$ cat src/hw/hps_pkg.sv
// Shared constants for the home preset sequencer: timing, register map, fields.
// Assumes a 10 MHz core clock and a 32-bit Avalon-MM slave with byte addresses.
//
// Functional notes
// [RULE1] One-second button hold arms; both lamp colours blink.
// [RULE2] Release within 3 s, re-press within 3 s.
// [RULE3] Commit lights both steady, then green only.
// [RULE4] Window expiry aborts, steady green, re-arm needs hold.
// [RULE5] Home stored in NVM only on deliberate commits.
// [RULE6] Home survives power loss; absent when shipped.
// [RULE7] Remote teaching enabled blinks red and green together.
// [RULE8] Step jog moves min travel; run jog uses speed.
// [RULE9] Remote stop halts any motion immediately.
// [RULE10] Excitation release frees shaft; clearing re-excites.
// [RULE11] Remote preset adopts present position, writes NVM.
// [RULE12] Any commit zeroes the command position counter.
package hps_pkg;

  // Core clock rate and derived cycles per millisecond.
  localparam int unsigned CLK_HZ     = 32'h0098_9680;
  localparam int unsigned CYC_PER_MS = CLK_HZ / 32'h0000_03E8;

  // Times in milliseconds, as specified or chosen for indication.
  localparam int unsigned HOLD_MS  = 32'h0000_03E8; // One second arming hold.
  localparam int unsigned WIN_MS   = 32'h0000_0BB8; // Three second windows.
  localparam int unsigned BLINK_MS = 32'h0000_00FA; // Half period of the blink.
  localparam int unsigned SHOW_MS  = 32'h0000_01F4; // Both-steady commit show.

  // Register byte offsets.
  localparam logic [4:0] OFS_CTRL   = 5'h00;
  localparam logic [4:0] OFS_CMD    = 5'h04;
  localparam logic [4:0] OFS_STATUS = 5'h08;
  localparam logic [4:0] OFS_TRAVEL = 5'h0C;
  localparam logic [4:0] OFS_HOME   = 5'h10;

  // Control register fields.
  localparam int unsigned CTRL_TEACH = 0; // Remote teaching enabled.
  localparam int unsigned CTRL_FREE  = 1; // Excitation released.
  localparam int unsigned CTRL_FAST  = 2; // Continuous jog at high speed.

  // Command register fields, each a self-clearing strobe.
  localparam int unsigned CMD_STEP_P = 0;
  localparam int unsigned CMD_STEP_N = 1;
  localparam int unsigned CMD_RUN_P  = 2;
  localparam int unsigned CMD_RUN_N  = 3;
  localparam int unsigned CMD_STOP   = 4;
  localparam int unsigned CMD_PRESET = 5;

  // Status register fields.
  localparam int unsigned ST_HOME  = 0;
  localparam int unsigned ST_RUN   = 1;
  localparam int unsigned ST_ARMED = 2;
  localparam int unsigned ST_FREE  = 3;

  // Reset values.
  localparam logic [31:0] TRAVEL_RST = 32'h0000_0001;

  // Button sequencer states, one-hot.
  typedef enum logic [5:0] {
    SQ_IDLE  = 6'h01, // Waiting for a press.
    SQ_HOLD  = 6'h02, // Counting the one-second hold.
    SQ_REL   = 6'h04, // Armed, waiting for release.
    SQ_PRESS = 6'h08, // Released, waiting for the second press.
    SQ_SHOW  = 6'h10, // Commit indication, both steady.
    SQ_LOCK  = 6'h20  // After an abort or a commit show, waiting for the button to go up.
  } hps_seq_t;

endpackage

$ cat src/hw/hps_home_preset.sv
// Home preset sequencer: button arming sequence, status lamp, remote teaching
// commands over an Avalon-MM slave, and the home commit to non-volatile memory.
// Assumes all inputs are synchronous to core_clk_in and the NVM accepts a
// one-cycle write strobe at any time.
//
// The implementer's own choices: the placing of the registers and the Avalon-MM interface to the registers.
module hps_home_preset #(
  parameter int unsigned CNT_W     = 28,
  parameter int unsigned HOLD_CYC  = hps_pkg::HOLD_MS * hps_pkg::CYC_PER_MS,
  parameter int unsigned WIN_CYC   = hps_pkg::WIN_MS * hps_pkg::CYC_PER_MS,
  parameter int unsigned BLINK_CYC = hps_pkg::BLINK_MS * hps_pkg::CYC_PER_MS,
  parameter int unsigned SHOW_CYC  = hps_pkg::SHOW_MS * hps_pkg::CYC_PER_MS
) (
  input  wire logic        core_clk_in,
  input  wire logic        arst_n_in,
  input  wire logic [4:0]  avs_address_in,
  input  wire logic        avs_read_in,
  input  wire logic        avs_write_in,
  input  wire logic [31:0] avs_writedata_in,
  output logic [31:0]      avs_readdata_out,
  output logic             avs_waitrequest_out,
  input  wire logic        btn_in,
  input  wire logic        nvm_has_home_in,
  input  wire logic [31:0] motor_pos_in,
  output logic             nvm_wr_out,
  output logic [31:0]      nvm_data_out,
  output logic             pos_zero_out,
  output logic             jog_step_out,
  output logic             jog_run_out,
  output logic             jog_dir_out,
  output logic             jog_fast_out,
  output logic [31:0]      jog_travel_out,
  output logic             stop_out,
  output logic             excite_off_out,
  output logic             status_lamp_red_out,
  output logic             status_lamp_green_out
);

  // Refuse periods that the timer width cannot hold.
  if (HOLD_CYC < 1 || WIN_CYC < 1 || BLINK_CYC < 1 || SHOW_CYC < 1)
    $error("hps_home_preset: every period needs at least one cycle");
  if (WIN_CYC >= (64'h1 << CNT_W) || HOLD_CYC >= (64'h1 << CNT_W) ||
      SHOW_CYC >= (64'h1 << CNT_W) || BLINK_CYC >= (64'h1 << CNT_W))
    $error("hps_home_preset: CNT_W too narrow for the periods");

  hps_pkg::hps_seq_t seq_q;      // Button sequencer state.
  hps_pkg::hps_seq_t seq_d;      // Its next value.
  logic [CNT_W-1:0]  lim;        // Limit for the current state.
  logic              tmr_done;   // Current state's period elapsed.
  logic              btn_commit; // Second press inside the window.
  logic              commit;     // Home commit from either method.
  logic              acc;        // Bus access completes this edge.
  logic              wr_acc;     // A write completes this edge.
  logic [2:0]        ctrl_q;     // Control register.
  logic [31:0]       travel_q;   // Minimum travel amount.
  logic [31:0]       home_q;     // Last committed home position.
  logic              home_vld_q; // A home exists.
  logic [CNT_W-1:0]  blink_q;    // Blink half-period counter.
  logic              phase_q;    // Blink phase.
  logic [31:0]       rd;         // Read mux.
  logic [5:0]        cmd;        // Command strobes of this write.

  // Bus answers one cycle after the request is seen.
  assign acc    = (avs_read_in || avs_write_in) && !avs_waitrequest_out;
  assign wr_acc = acc && avs_write_in;
  assign cmd    = (wr_acc && avs_address_in == hps_pkg::OFS_CMD) ?
                  avs_writedata_in[5:0] : 6'h00;

  // The waitrequest flop drops for one cycle once a request has been seen.
  always_ff @(posedge core_clk_in or negedge arst_n_in)
  begin
    if (!arst_n_in)
      avs_waitrequest_out <= 1'b1;
    else
      avs_waitrequest_out <= !((avs_read_in || avs_write_in) && avs_waitrequest_out);
  end

  // Read data is loaded together with the drop of waitrequest.
  always_comb
  begin
    rd = 32'h0000_0000;
    case (avs_address_in)
      hps_pkg::OFS_CTRL:   rd = {29'h0000_0000, ctrl_q};
      hps_pkg::OFS_STATUS:
      begin
        rd[hps_pkg::ST_HOME]  = home_vld_q;
        rd[hps_pkg::ST_RUN]   = jog_run_out;
        rd[hps_pkg::ST_ARMED] = (seq_q == hps_pkg::SQ_REL) || (seq_q == hps_pkg::SQ_PRESS);
        rd[hps_pkg::ST_FREE]  = excite_off_out;
      end
      hps_pkg::OFS_TRAVEL: rd = travel_q;
      hps_pkg::OFS_HOME:   rd = home_q;
      // Unmapped and write-only offsets read as zero.
      default:             rd = 32'h0000_0000;
    endcase
  end

  always_ff @(posedge core_clk_in or negedge arst_n_in)
  begin
    if (!arst_n_in)
      avs_readdata_out <= 32'h0000_0000;
    else if (avs_read_in && avs_waitrequest_out)
      avs_readdata_out <= rd;
  end

  // Control and travel registers; command offset writes become strobes, writes elsewhere are dropped silently.
  always_ff @(posedge core_clk_in or negedge arst_n_in)
  begin
    if (!arst_n_in)
    begin
      ctrl_q   <= 3'h0;
      travel_q <= hps_pkg::TRAVEL_RST;
    end
    else if (wr_acc)
    begin
      if (avs_address_in == hps_pkg::OFS_CTRL)
        ctrl_q <= avs_writedata_in[2:0];
      if (avs_address_in == hps_pkg::OFS_TRAVEL)
        travel_q <= avs_writedata_in;
    end
  end

  // One timer serves every sequencer state; it restarts on each state change.
  always_comb
  begin
    case (seq_q)
      hps_pkg::SQ_HOLD:  lim = CNT_W'(HOLD_CYC);
      hps_pkg::SQ_SHOW:  lim = CNT_W'(SHOW_CYC);
      default:           lim = CNT_W'(WIN_CYC);
    endcase
  end

  hps_timer #(
    .CNT_W       (CNT_W)
  ) u_timer (
    .core_clk_in (core_clk_in),
    .arst_n_in   (arst_n_in),
    .clr_in      (seq_d != seq_q),
    .lim_in      (lim),
    .done_out    (tmr_done)
  );

  assign btn_commit = (seq_q == hps_pkg::SQ_PRESS) && btn_in && !tmr_done; // see [RULE2]
  assign commit     = btn_commit || (cmd[hps_pkg::CMD_PRESET] && ctrl_q[hps_pkg::CTRL_TEACH]);

  // Button sequencer next state.
  always_comb
  begin
    seq_d = seq_q;
    case (seq_q)
      hps_pkg::SQ_IDLE:
        if (btn_in)
          seq_d = hps_pkg::SQ_HOLD;
      hps_pkg::SQ_HOLD:
        if (!btn_in)
          seq_d = hps_pkg::SQ_IDLE;
        else if (tmr_done)
          seq_d = hps_pkg::SQ_REL;            // see [RULE1]
      hps_pkg::SQ_REL:
        if (!btn_in && !tmr_done)
          seq_d = hps_pkg::SQ_PRESS;          // see [RULE2]
        else if (tmr_done)
          seq_d = hps_pkg::SQ_LOCK;           // see [RULE4]
      hps_pkg::SQ_PRESS:
        if (btn_commit)
          seq_d = hps_pkg::SQ_SHOW;           // see [RULE2]
        else if (tmr_done)
          seq_d = hps_pkg::SQ_IDLE;           // see [RULE4]
      hps_pkg::SQ_SHOW:
        if (tmr_done)
          seq_d = hps_pkg::SQ_LOCK;           // see [RULE3]
      hps_pkg::SQ_LOCK:
        // A held button must come up before a fresh hold can count.
        if (!btn_in)
          seq_d = hps_pkg::SQ_IDLE;           // see [RULE4]
      default:
        seq_d = hps_pkg::SQ_IDLE;
    endcase
  end

  always_ff @(posedge core_clk_in or negedge arst_n_in)
  begin
    if (!arst_n_in)
      seq_q <= hps_pkg::SQ_IDLE;
    else
      seq_q <= seq_d;
  end

  // Free-running blink phase shared by arming and remote teaching.
  always_ff @(posedge core_clk_in or negedge arst_n_in)
  begin
    if (!arst_n_in)
    begin
      blink_q <= '0;
      phase_q <= 1'b0;
    end
    else if (blink_q >= CNT_W'(BLINK_CYC - 1))
    begin
      blink_q <= '0;
      phase_q <= !phase_q;
    end
    else
      blink_q <= blink_q + CNT_W'(1);
  end

  // Lamp: blink both while armed or teaching, both steady on a button commit, else green.
  always_ff @(posedge core_clk_in or negedge arst_n_in)
  begin
    if (!arst_n_in)
    begin
      status_lamp_red_out   <= 1'b0;
      status_lamp_green_out <= 1'b1;
    end
    else if (seq_d == hps_pkg::SQ_SHOW)
    begin
      status_lamp_red_out   <= 1'b1;              // see [RULE3]
      status_lamp_green_out <= 1'b1;
    end
    else if (seq_d == hps_pkg::SQ_REL || seq_d == hps_pkg::SQ_PRESS ||
             ctrl_q[hps_pkg::CTRL_TEACH])
    begin
      status_lamp_red_out   <= phase_q;           // see [RULE1] see [RULE7]
      status_lamp_green_out <= phase_q;
    end
    else
    begin
      status_lamp_red_out   <= 1'b0;              // see [RULE4]
      status_lamp_green_out <= 1'b1;
    end
  end

  // Home commit: NVM write and position zero only here, never otherwise,
  // because the memory wears out after a limited number of rewrites.
  always_ff @(posedge core_clk_in or negedge arst_n_in)
  begin
    if (!arst_n_in)
    begin
      nvm_wr_out   <= 1'b0;
      nvm_data_out <= 32'h0000_0000;
      pos_zero_out <= 1'b0;
      home_q       <= 32'h0000_0000;
    end
    else
    begin
      nvm_wr_out   <= commit;                     // see [RULE5] see [RULE11]
      pos_zero_out <= commit;                     // see [RULE12]
      if (commit)
      begin
        nvm_data_out <= motor_pos_in;             // see [RULE11]
        home_q       <= motor_pos_in;
      end
    end
  end

  // Home valid follows the NVM content after power-up, then any commit.
  always_ff @(posedge core_clk_in or negedge arst_n_in)
  begin
    if (!arst_n_in)
      home_vld_q <= 1'b0;
    else
      home_vld_q <= home_vld_q || nvm_has_home_in || commit; // see [RULE6]
  end

  // Remote jog: stop and loss of teaching win over any run request.
  always_ff @(posedge core_clk_in or negedge arst_n_in)
  begin
    if (!arst_n_in)
    begin
      jog_step_out   <= 1'b0;
      jog_run_out    <= 1'b0;
      jog_dir_out    <= 1'b0;
      jog_fast_out   <= 1'b0;
      jog_travel_out <= hps_pkg::TRAVEL_RST;
      stop_out       <= 1'b0;
      excite_off_out <= 1'b0;
    end
    else
    begin
      excite_off_out <= ctrl_q[hps_pkg::CTRL_FREE];   // see [RULE10]
      jog_fast_out   <= ctrl_q[hps_pkg::CTRL_FAST];   // see [RULE8]
      jog_travel_out <= travel_q;
      jog_step_out   <= 1'b0;
      stop_out       <= cmd[hps_pkg::CMD_STOP];        // see [RULE9]
      if (cmd[hps_pkg::CMD_STOP] || !ctrl_q[hps_pkg::CTRL_TEACH] ||
          ctrl_q[hps_pkg::CTRL_FREE])
        jog_run_out <= 1'b0;                          // see [RULE9]
      else if (cmd[hps_pkg::CMD_STEP_P] || cmd[hps_pkg::CMD_STEP_N])
      begin
        jog_step_out <= 1'b1;                         // see [RULE8]
        jog_run_out  <= 1'b0;
        jog_dir_out  <= cmd[hps_pkg::CMD_STEP_P];
      end
      else if (cmd[hps_pkg::CMD_RUN_P] || cmd[hps_pkg::CMD_RUN_N])
      begin
        jog_run_out <= 1'b1;                          // see [RULE8]
        jog_dir_out <= cmd[hps_pkg::CMD_RUN_P];
      end
    end
  end
endmodule

$ cat src/hw/hps_timer.sv
// Elapsed-cycle timer that restarts on a clear and flags a reached limit.
// Assumes the limit is steady while a period runs.
module hps_timer #(
  parameter int unsigned CNT_W = 28
) (
  input  wire logic             core_clk_in,
  input  wire logic             arst_n_in,
  input  wire logic             clr_in,
  input  wire logic [CNT_W-1:0] lim_in,
  output logic                  done_out
);

  logic [CNT_W-1:0] cnt_q; // Cycles since the last clear, saturating.

  // The count saturates so a long wait never wraps back under the limit.
  always_ff @(posedge core_clk_in or negedge arst_n_in)
  begin
    if (!arst_n_in)
      cnt_q <= '0;
    else if (clr_in)
      cnt_q <= '0;
    else if (cnt_q != '1)
      cnt_q <= cnt_q + CNT_W'(1);
  end

  // Done in the last cycle of the period, once lim_in - 1 cycles have passed since the clear.
  assign done_out = (cnt_q >= lim_in - CNT_W'(1));

endmodule

$ cat config.mk
export PLATFORM = sky130hd
export DESIGN_NAME = hps_home_preset
export DESIGN_NICKNAME = d
export VERILOG_FILES = /design/src/hw/hps_pkg.sv /design/src/hw/hps_home_preset.sv /design/src/hw/hps_timer.sv
export SDC_FILE = /design/constraint.sdc
export NUM_CORES = 1
export LEC_CHECK = 0
export BUFFER_PORTS_ARGS = -buffer_cell sky130_fd_sc_hd__buf_4
export CAP_MARGIN = 20
export CORE_ASPECT_RATIO = 0.75
export CORE_UTILIZATION = 57
export CTS_BUF_LIST = sky130_fd_sc_hd__clkbuf_4
export DETAILED_ROUTE_END_ITERATION = 16
export PLACE_DENSITY = 0.84
export SYNTH_ARGS = -nofsm -noshare
export SYNTH_HDL_FRONTEND = slang
export SYNTH_SLANG_ARGS = --single-unit
$ cat constraint.sdc
create_clock -name core_clk_in -period 3.57 [get_ports core_clk_in]
set_input_delay 0.357 -clock core_clk_in [delete_from_list [all_inputs] [get_ports core_clk_in]]
set_output_delay 0.357 -clock core_clk_in [all_outputs]
set_load 0.02 [all_outputs]
==> Word-level counts from Yosys, hierarchy flattened <==
Index checks and enable logic that the tools add are counted.
{ "totals": {"wordCells": 101, "out_inout_bits": 107, "register_bits": 205, "input_bits": 75} }
{ "op_classes": {"mux": 27, "bitwise": 1, "n_eq_ne": 15, "reduce_logical": 33, "n_lt_le_gt_ge": 2, "add_sub_neg": 3} }
{ "op_table": {"columns": ["operator", "n"], "rows": [
  ["2-to-1 mux 28 bit", 3],
  ["adder 28 x 1 -> 28 bit (second input constant)", 2],
  ["case mux 28 bit (2 select lines)", 1],
  ["2-to-1 mux 6 bit", 9],
  ["case mux 25 bit (2 select lines)", 1],
  ["case mux 6 bit (6 select lines)", 1],
  [">= comparator 28 x 22 -> 1 bit (second input constant)", 1],
  [">= comparator 28 bit", 1],
  ["inequality test 28 bit (second input constant)", 1],
  ["subtractor 25 x 1 -> 26 bit (second input constant)", 1],
  ["case mux 4 bit (4 select lines)", 1],
  ["== test 6 x 3 -> 1 bit (second input constant)", 2],
  ["== test 6 x 4 -> 1 bit (second input constant)", 2],
  ["== test 6 x 5 -> 1 bit (second input constant)", 2],
  ["logical OR 1 bit", 11],
  ["2-to-1 mux 1 bit", 11],
  ["== test 5 x 4 -> 1 bit (second input constant)", 2],
  ["logical AND 1 bit", 9],
  ["== test 6 x 1 -> 1 bit (second input constant)", 1],
  ["== test 6 x 2 -> 1 bit (second input constant)", 1],
  ["== test 6 bit (second input constant)", 1],
  ["logical NOT 1 bit", 6],
  ["inequality test 6 bit", 1],
  ["AND reduction 2 bit", 3],
  ["6 further kinds", 7]
]} }

==> Longest topological paths before layout <==
{ "depth": {"word_depth": 13, "mapped_depth": 16, "mapped_depth_nobuf": 14} }

==> Modules after synthesis <==
A second synthesis with hierarchy kept.
{ "unflattened": {"hier_cells": 872, "area_unflattened_um2": 9771.9} }
{ "modules_own_cells": {"columns": ["module", "cells_each", "seq_area_each_um2", "area_each_um2", "instances"], "rows": [
  ["hps_home_preset", 562, 4435.5, 7171.9, 1],
  ["hps_timer", 310, 700.7, 2600.0, 1]
]} }

==> Worst setup path after synthesis <==
Ideal clock, no wire load.
{ "synth_timing": {"path_kind": "register -> register", "start": "register seq_q[1]", "end": "register u_timer.cnt_q[16]", "path_slack_ns": 0.412, "synth_period_minus_slack_ns": 3.158, "path_stages_with_launch": 14, "required_time_ns": 3.498, "arrival_ns": 3.086, "setup_ns": 0.072, "n_path_buf": 3, "path_cell_list": "dfrtp_1 > or3_1 > or2_1 > buf_4 > ha_1 > and4b_1 > nand3_1 > a311o_1 > nand3_2 > buf_6 > mux2i_1 > nand4_2 > buf_4 > nor2_1"} }
{ "synth_via": {"elab_chain_len": 10, "elab_cells_between_ends": 25, "classes_between": "add/sub: 1; order compare: 1; eq/ne: 7; mux: 11; reduce/logical: 5"} }
{ "synth_rtl": {"columns": ["element", "line", "text"], "rows": [
  ["start, declared", "hps_home_preset.sv:46", "hps_pkg::hps_seq_t seq_q;"],
  ["start signal, assigned", "hps_home_preset.sv:184", "seq_q <= hps_pkg::SQ_IDLE;"],
  ["start signal, assigned", "hps_home_preset.sv:186", "seq_q <= seq_d;"],
  ["== test 6 x 5 -> 1 bit or == test 6 x 2 -> 1 bit (tied branches)", "hps_home_preset.sv:126, hps_home_preset.sv:150", null],
  ["case mux 25 bit (2 select lines)", "hps_home_preset.sv:126", "case (seq_q)"],
  ["subtractor 25 x 1 -> 26 bit", "hps_timer.sv:27", "assign done_out = (cnt_q >= lim_in - CNT_W'(1));"],
  [">= comparator 28 bit", "hps_timer.sv:27", null],
  ["logical NOT 1 bit", "hps_home_preset.sv:143, hps_home_preset.sv:160", null],
  ["logical AND 1 bit, on equally long branches", "hps_home_preset.sv:143, hps_home_preset.sv:160", null],
  ["2-to-1 mux 6 bit, on equally long branches", "hps_home_preset.sv:165, hps_home_preset.sv:160", null],
  ["case mux 6 bit (6 select lines)", "hps_home_preset.sv:150", "case (seq_q)"],
  ["inequality test 6 bit *", "hps_home_preset.sv:138", ".clr_in (seq_d != seq_q),"],
  ["2-to-1 mux 28 bit or nonzero test 2 bit (tied branches)", null, null],
  ["end signal, assigned", "hps_timer.sv:23", "cnt_q <= cnt_q + CNT_W'(1);"],
  ["end, declared", "hps_timer.sv:13", "logic [CNT_W-1:0] cnt_q;"]
]} }
Mark *: on every way between the ends. The rest lies on a longest branch, timed or not.
A chain may end at the register's enable or synchronous reset.

==> Worst setup path in the final report <==
{ "layout_timing": {"start": "register seq_q[2]", "end": "register status_lamp_red_out"} }
{ "layout_via": {"elab_chain_len": 13, "elab_cells_between_ends": 29, "classes_between": "add/sub: 1; order compare: 1; eq/ne: 9; mux: 12; reduce/logical: 6"} }
{ "layout_rtl": {"columns": ["element", "line", "text"], "rows": [
  ["== test 6 x 5 -> 1 bit or == test 6 x 2 -> 1 bit (tied branches)", "hps_home_preset.sv:126, hps_home_preset.sv:150", null],
  ["case mux 25 bit (2 select lines)", "hps_home_preset.sv:126", null],
  ["subtractor 25 x 1 -> 26 bit", "hps_timer.sv:27", null],
  [">= comparator 28 bit", "hps_timer.sv:27", null],
  ["logical NOT 1 bit", "hps_home_preset.sv:143, hps_home_preset.sv:160", null],
  ["logical AND 1 bit, on equally long branches", "hps_home_preset.sv:143, hps_home_preset.sv:160", null],
  ["2-to-1 mux 6 bit, on equally long branches", "hps_home_preset.sv:165, hps_home_preset.sv:160", null],
  ["case mux 6 bit (6 select lines) *", "hps_home_preset.sv:150", null],
  ["== test 6 x 3 -> 1 bit or == test 6 x 4 -> 1 bit (tied branches)", "hps_home_preset.sv:219", "else if (seq_d == hps_pkg::SQ_REL || seq_d == hps_pkg::SQ_PRESS ||"],
  ["logical OR 1 bit (2 in series)", "hps_home_preset.sv:219", null],
  ["2-to-1 mux 1 bit", "hps_home_preset.sv:219", null],
  ["2-to-1 mux 1 bit *", "hps_home_preset.sv:214", "else if (seq_d == hps_pkg::SQ_SHOW)"],
  ["end signal, assigned", "hps_home_preset.sv:222", "status_lamp_red_out <= phase_q;"],
  ["end, declared", "hps_home_preset.sv:35", "output logic status_lamp_red_out,"]
]} }
Marked as above.

==> impl_metrics.ini <==
[timing]
max_freq_mhz = 294
hold_viol = 0
setup_tns_ns = 0
period_minus_slack_ns = 3.40
grt_setup_unrepaired = false
setup_slack_ns = 0.173
slew_headroom = 0.456
final_max_slew_viol_count = 0
skew_ns = 0.0607
fin_crit_sh = 0.951
setup_viol = 0
worst_slew_pin_slew_ns = 0.806

[routing]
drt_drc_violations_left = 0
vias = 7272
drt_iter0_markers = 535
wl_um = 25000
first_pass_iters = 5
vias_per_cell = 5.55
ant_nets = 0
wire_per_inst_um = 19.1

[cts]
cts_tree = built
cts_buffers = 48
insertion_delay_ns = 0.67
clk_pin_slew_worst_paths_ns = 0.08
cts_max_path_buffers = 3
cts.sinks = 205
cts_htree_levels = 2
cts_root_buffer = clkbuf_4

[synthesis]
synth_cell_types = 64
yosysWarnings = 0
syn_inst = 775
ys_ff_latch = 205
synth.avg_cell_area_um2 = 11.5
synthArstFlopShare = 1.00
synth_ff_type = dfrtp_1
synth_edf_count = 0
ys_seq_area_frac = 0.576
synth_area_mm2 = 0.00891

[final_layout]
syn_to_final_growth_pct = 34.0
layout_commonest_cell = dfrtp_1
drive_gt1_frac = 0.340
nNetsFinal = 1156
most-common-layout-cells = dfrtp_1, buf_4, nor2_1, nand2_1, dlygate4sd3_1
num-fill-cells = 882

[global_routing]
grt_antenna_before_repair = 1
track_usage = 0.309
grt_max_degree = 101
grt.overflow.total = 0
grt_pass1_vias = 7292
grt_pass1_wl_um = 38600

[power_and_ir_drop]
p_clk_frac = 0.368
p_seq_frac = 0.475
p_leak_nw = 5.77
ir_worst_vdd_mv = 0.384
switchingPower_mw = 1.61
cellPowerDensity_mw_per_mm2 = 455
p_int_mw = 3.82
p_sw_frac = 0.297
p_comb_frac = 0.156

[critical_path]
max_stage_delay_ns = 0.47
cp_max_fo = 9
crit_path_start_kind = register
cp.arrival_ns = 3.92
required_ns = 4.10
crit_path_cell_trace = or3b_1 > or2_1 > ha_1 > and4b_1 > nand4b_1 > a21oi_1 > o2111ai_1 > nand3_4 > buf_4 > o21ai_2 > a311o_1 > a21o_1
r2r_start = seq_q[2]$_DFF_PN0_
crit_buf_inv = 1
path_class = register to register
cp_top_family = simple AND/OR/NAND/NOR gates
cpMaxStageDelayCell = dfrtp_2
cp-startpoint = seq_q[2]$_DFF_PN0_
rrSetupSlack_ns = 0.17
critPathCaptureType = register

[floorplanning]
die_h_um = 110
dieArea_mm2 = 0.0161
initial_core_util = 0.583
rows = 39
die_w_um = 146
io_pins = 182
core_mm2 = 0.0153

[place]
gp_congestion = 0.880
port_buffers = 181
hpwl_um = 14600
dp_slack_ns = 0.154

[flow_run]
cap_viol_max_count = 0

[worst_hold_path]
hold_path_class = input port to register
min_from = avs_address_in[3]

[outcome]
status = finished, final reports clean
flip-flops by register name, indices dropped and copies added, names as in the netlist, 3 cells and up:
register,cells
u_timer.cnt_q,28
ctrl_q,3
blink_q,28
avs_readdata_out,32
travel_q,32
seq_q,6
jog_travel_out,32
home_q,32
per-layer routing:
| layer | vias up | wire length [µm] | GRT usage |
|---|---|---|---|
| met2 | 304 | 12400 | 0.505 |
| li1 | 3326 | - | - |
| met3 | 81 | 1610 | 0.0724 |
| met1 | 3561 | 9990 | 0.390 |
| met5 | - | 0 | 0 |
| met4 | 0 | 1040 | 0.159 |
metrics by stage:
step | hold slack [ns] | cell area, µm² | cells | total power [mW] | util
global placement | 0.366 | 10500 | 1148 | 3.36 | 0.690
floorplan | 0.0614 | 8930 | 781 | 3.01 | -
global route | 0.186 | 11900 | 1310 | 5.66 | 0.781
finish | 0.172 | 11900 | 1311 | 5.43 | 0.782
CTS | 0.114 | 11900 | 1306 | 5.36 | 0.777
detailed placement | 0.368 | 10500 | 1148 | 3.38 | 0.690
kinds of logic (layout without fill, tap and decap cells):
logic type / count (synthesis) / count (layout) / synth area share
AO/OA/AOI/OAI: 121 / 121 / 0.0890
buffers and inverters: 45 / 368 / 0.0237
XOR/XNOR: 53 / 53 / 0.0521
other: 2 / 10 / 0.000843
adder cells (fa/ha/maj): 18 / 18 / 0.0244
AND/OR/NAND/NOR: 254 / 254 / 0.137
multiplexers: 77 / 77 / 0.0962
flip-flops: 205 / 205 / 0.576
power groups by stage:
stage,Sequential (mW),Clock [mW],Combinational (mW)
floorplan,2.68,0,0.332
global placement,2.61,0,0.755
detailed placement,2.62,0,0.761
CTS,2.57,1.96,0.827
global route,2.60,2.15,0.915
finish,2.58,2.00,0.847
worst min-delay path: stages:
cell     delay (ns)
buf_4          0.10
nor4_1         0.09
a21oi_1        0.13
o21ai_0        0.07
synth_stat cells (3+ instances only):
cell type | instances | share of area
buf_4 | 4 | 0.0034
a21oi_1 | 8 | 0.0045
clkbuf_1 | 25 | 0.011
ha_1 | 15 | 0.021
and2_1 | 3 | 0.0021
a22oi_1 | 29 | 0.024
nor3_1 | 13 | 0.0073
maj3_1 | 3 | 0.0034
inv_1 | 8 | 0.0034
nor2_1 | 71 | 0.030
mux2_2 | 69 | 0.087
a31oi_1 | 3 | 0.0021
nand2b_1 | 8 | 0.0056
mux2i_1 | 8 | 0.0090
a21o_1 | 3 | 0.0025
and3_1 | 10 | 0.0070
nand3_1 | 28 | 0.016
buf_6 | 3 | 0.0038
nand2_1 | 72 | 0.030
or3_1 | 7 | 0.0049
buf_2 | 3 | 0.0017
nor2_2 | 10 | 0.0070
nand4_1 | 10 | 0.0070
dfstp_2 | 5 | 0.015
nor4_1 | 3 | 0.0021
xnor2_1 | 16 | 0.016
xor2_1 | 37 | 0.036
o21ai_0 | 50 | 0.028
and4_1 | 3 | 0.0029
dfrtp_1 | 200 | 0.56
timing repair:
item                                    CTS  global route
endpoints found under the hold margin   164             0
resized for setup                         0             4
setup buffers                             0             2
hold buffers                             70             0
endpoints found under the setup margin    0            61
final timing paths:
path                                                    to  cells after the start
max in group asynchronous             blink_q[2]$_DFF_PN0_                      3
min in group asynchronous     jog_travel_out[24]$_DFF_PN0_                      2
setup / recovery             status_lamp_red_out$_DFF_PN0_                     12
hold reg to reg                jog_travel_out[0]$_DFF_PN1_                      0
setup reg to reg             status_lamp_red_out$_DFF_PN0_                     12
hold / removal             avs_readdata_out[0]$_DFFE_PN0P_                      4
cell type report:
cell class | count | area, µm² | area share
Multi-Input combinational cell | 531 | 3610 | 0.303
Antenna cell | 2 | 5.00 | 0.000419
Timing Repair Buffer | 271 | 2260 | 0.189
Sequential cell | 205 | 5140 | 0.430
Tap cell | 205 | 256 | 0.0215
Clock buffer | 69 | 518 | 0.0434
Clock inverter | 19 | 113 | 0.00943
Inverter | 9 | 35.0 | 0.00294
Power figures use the tool's default switching activity.
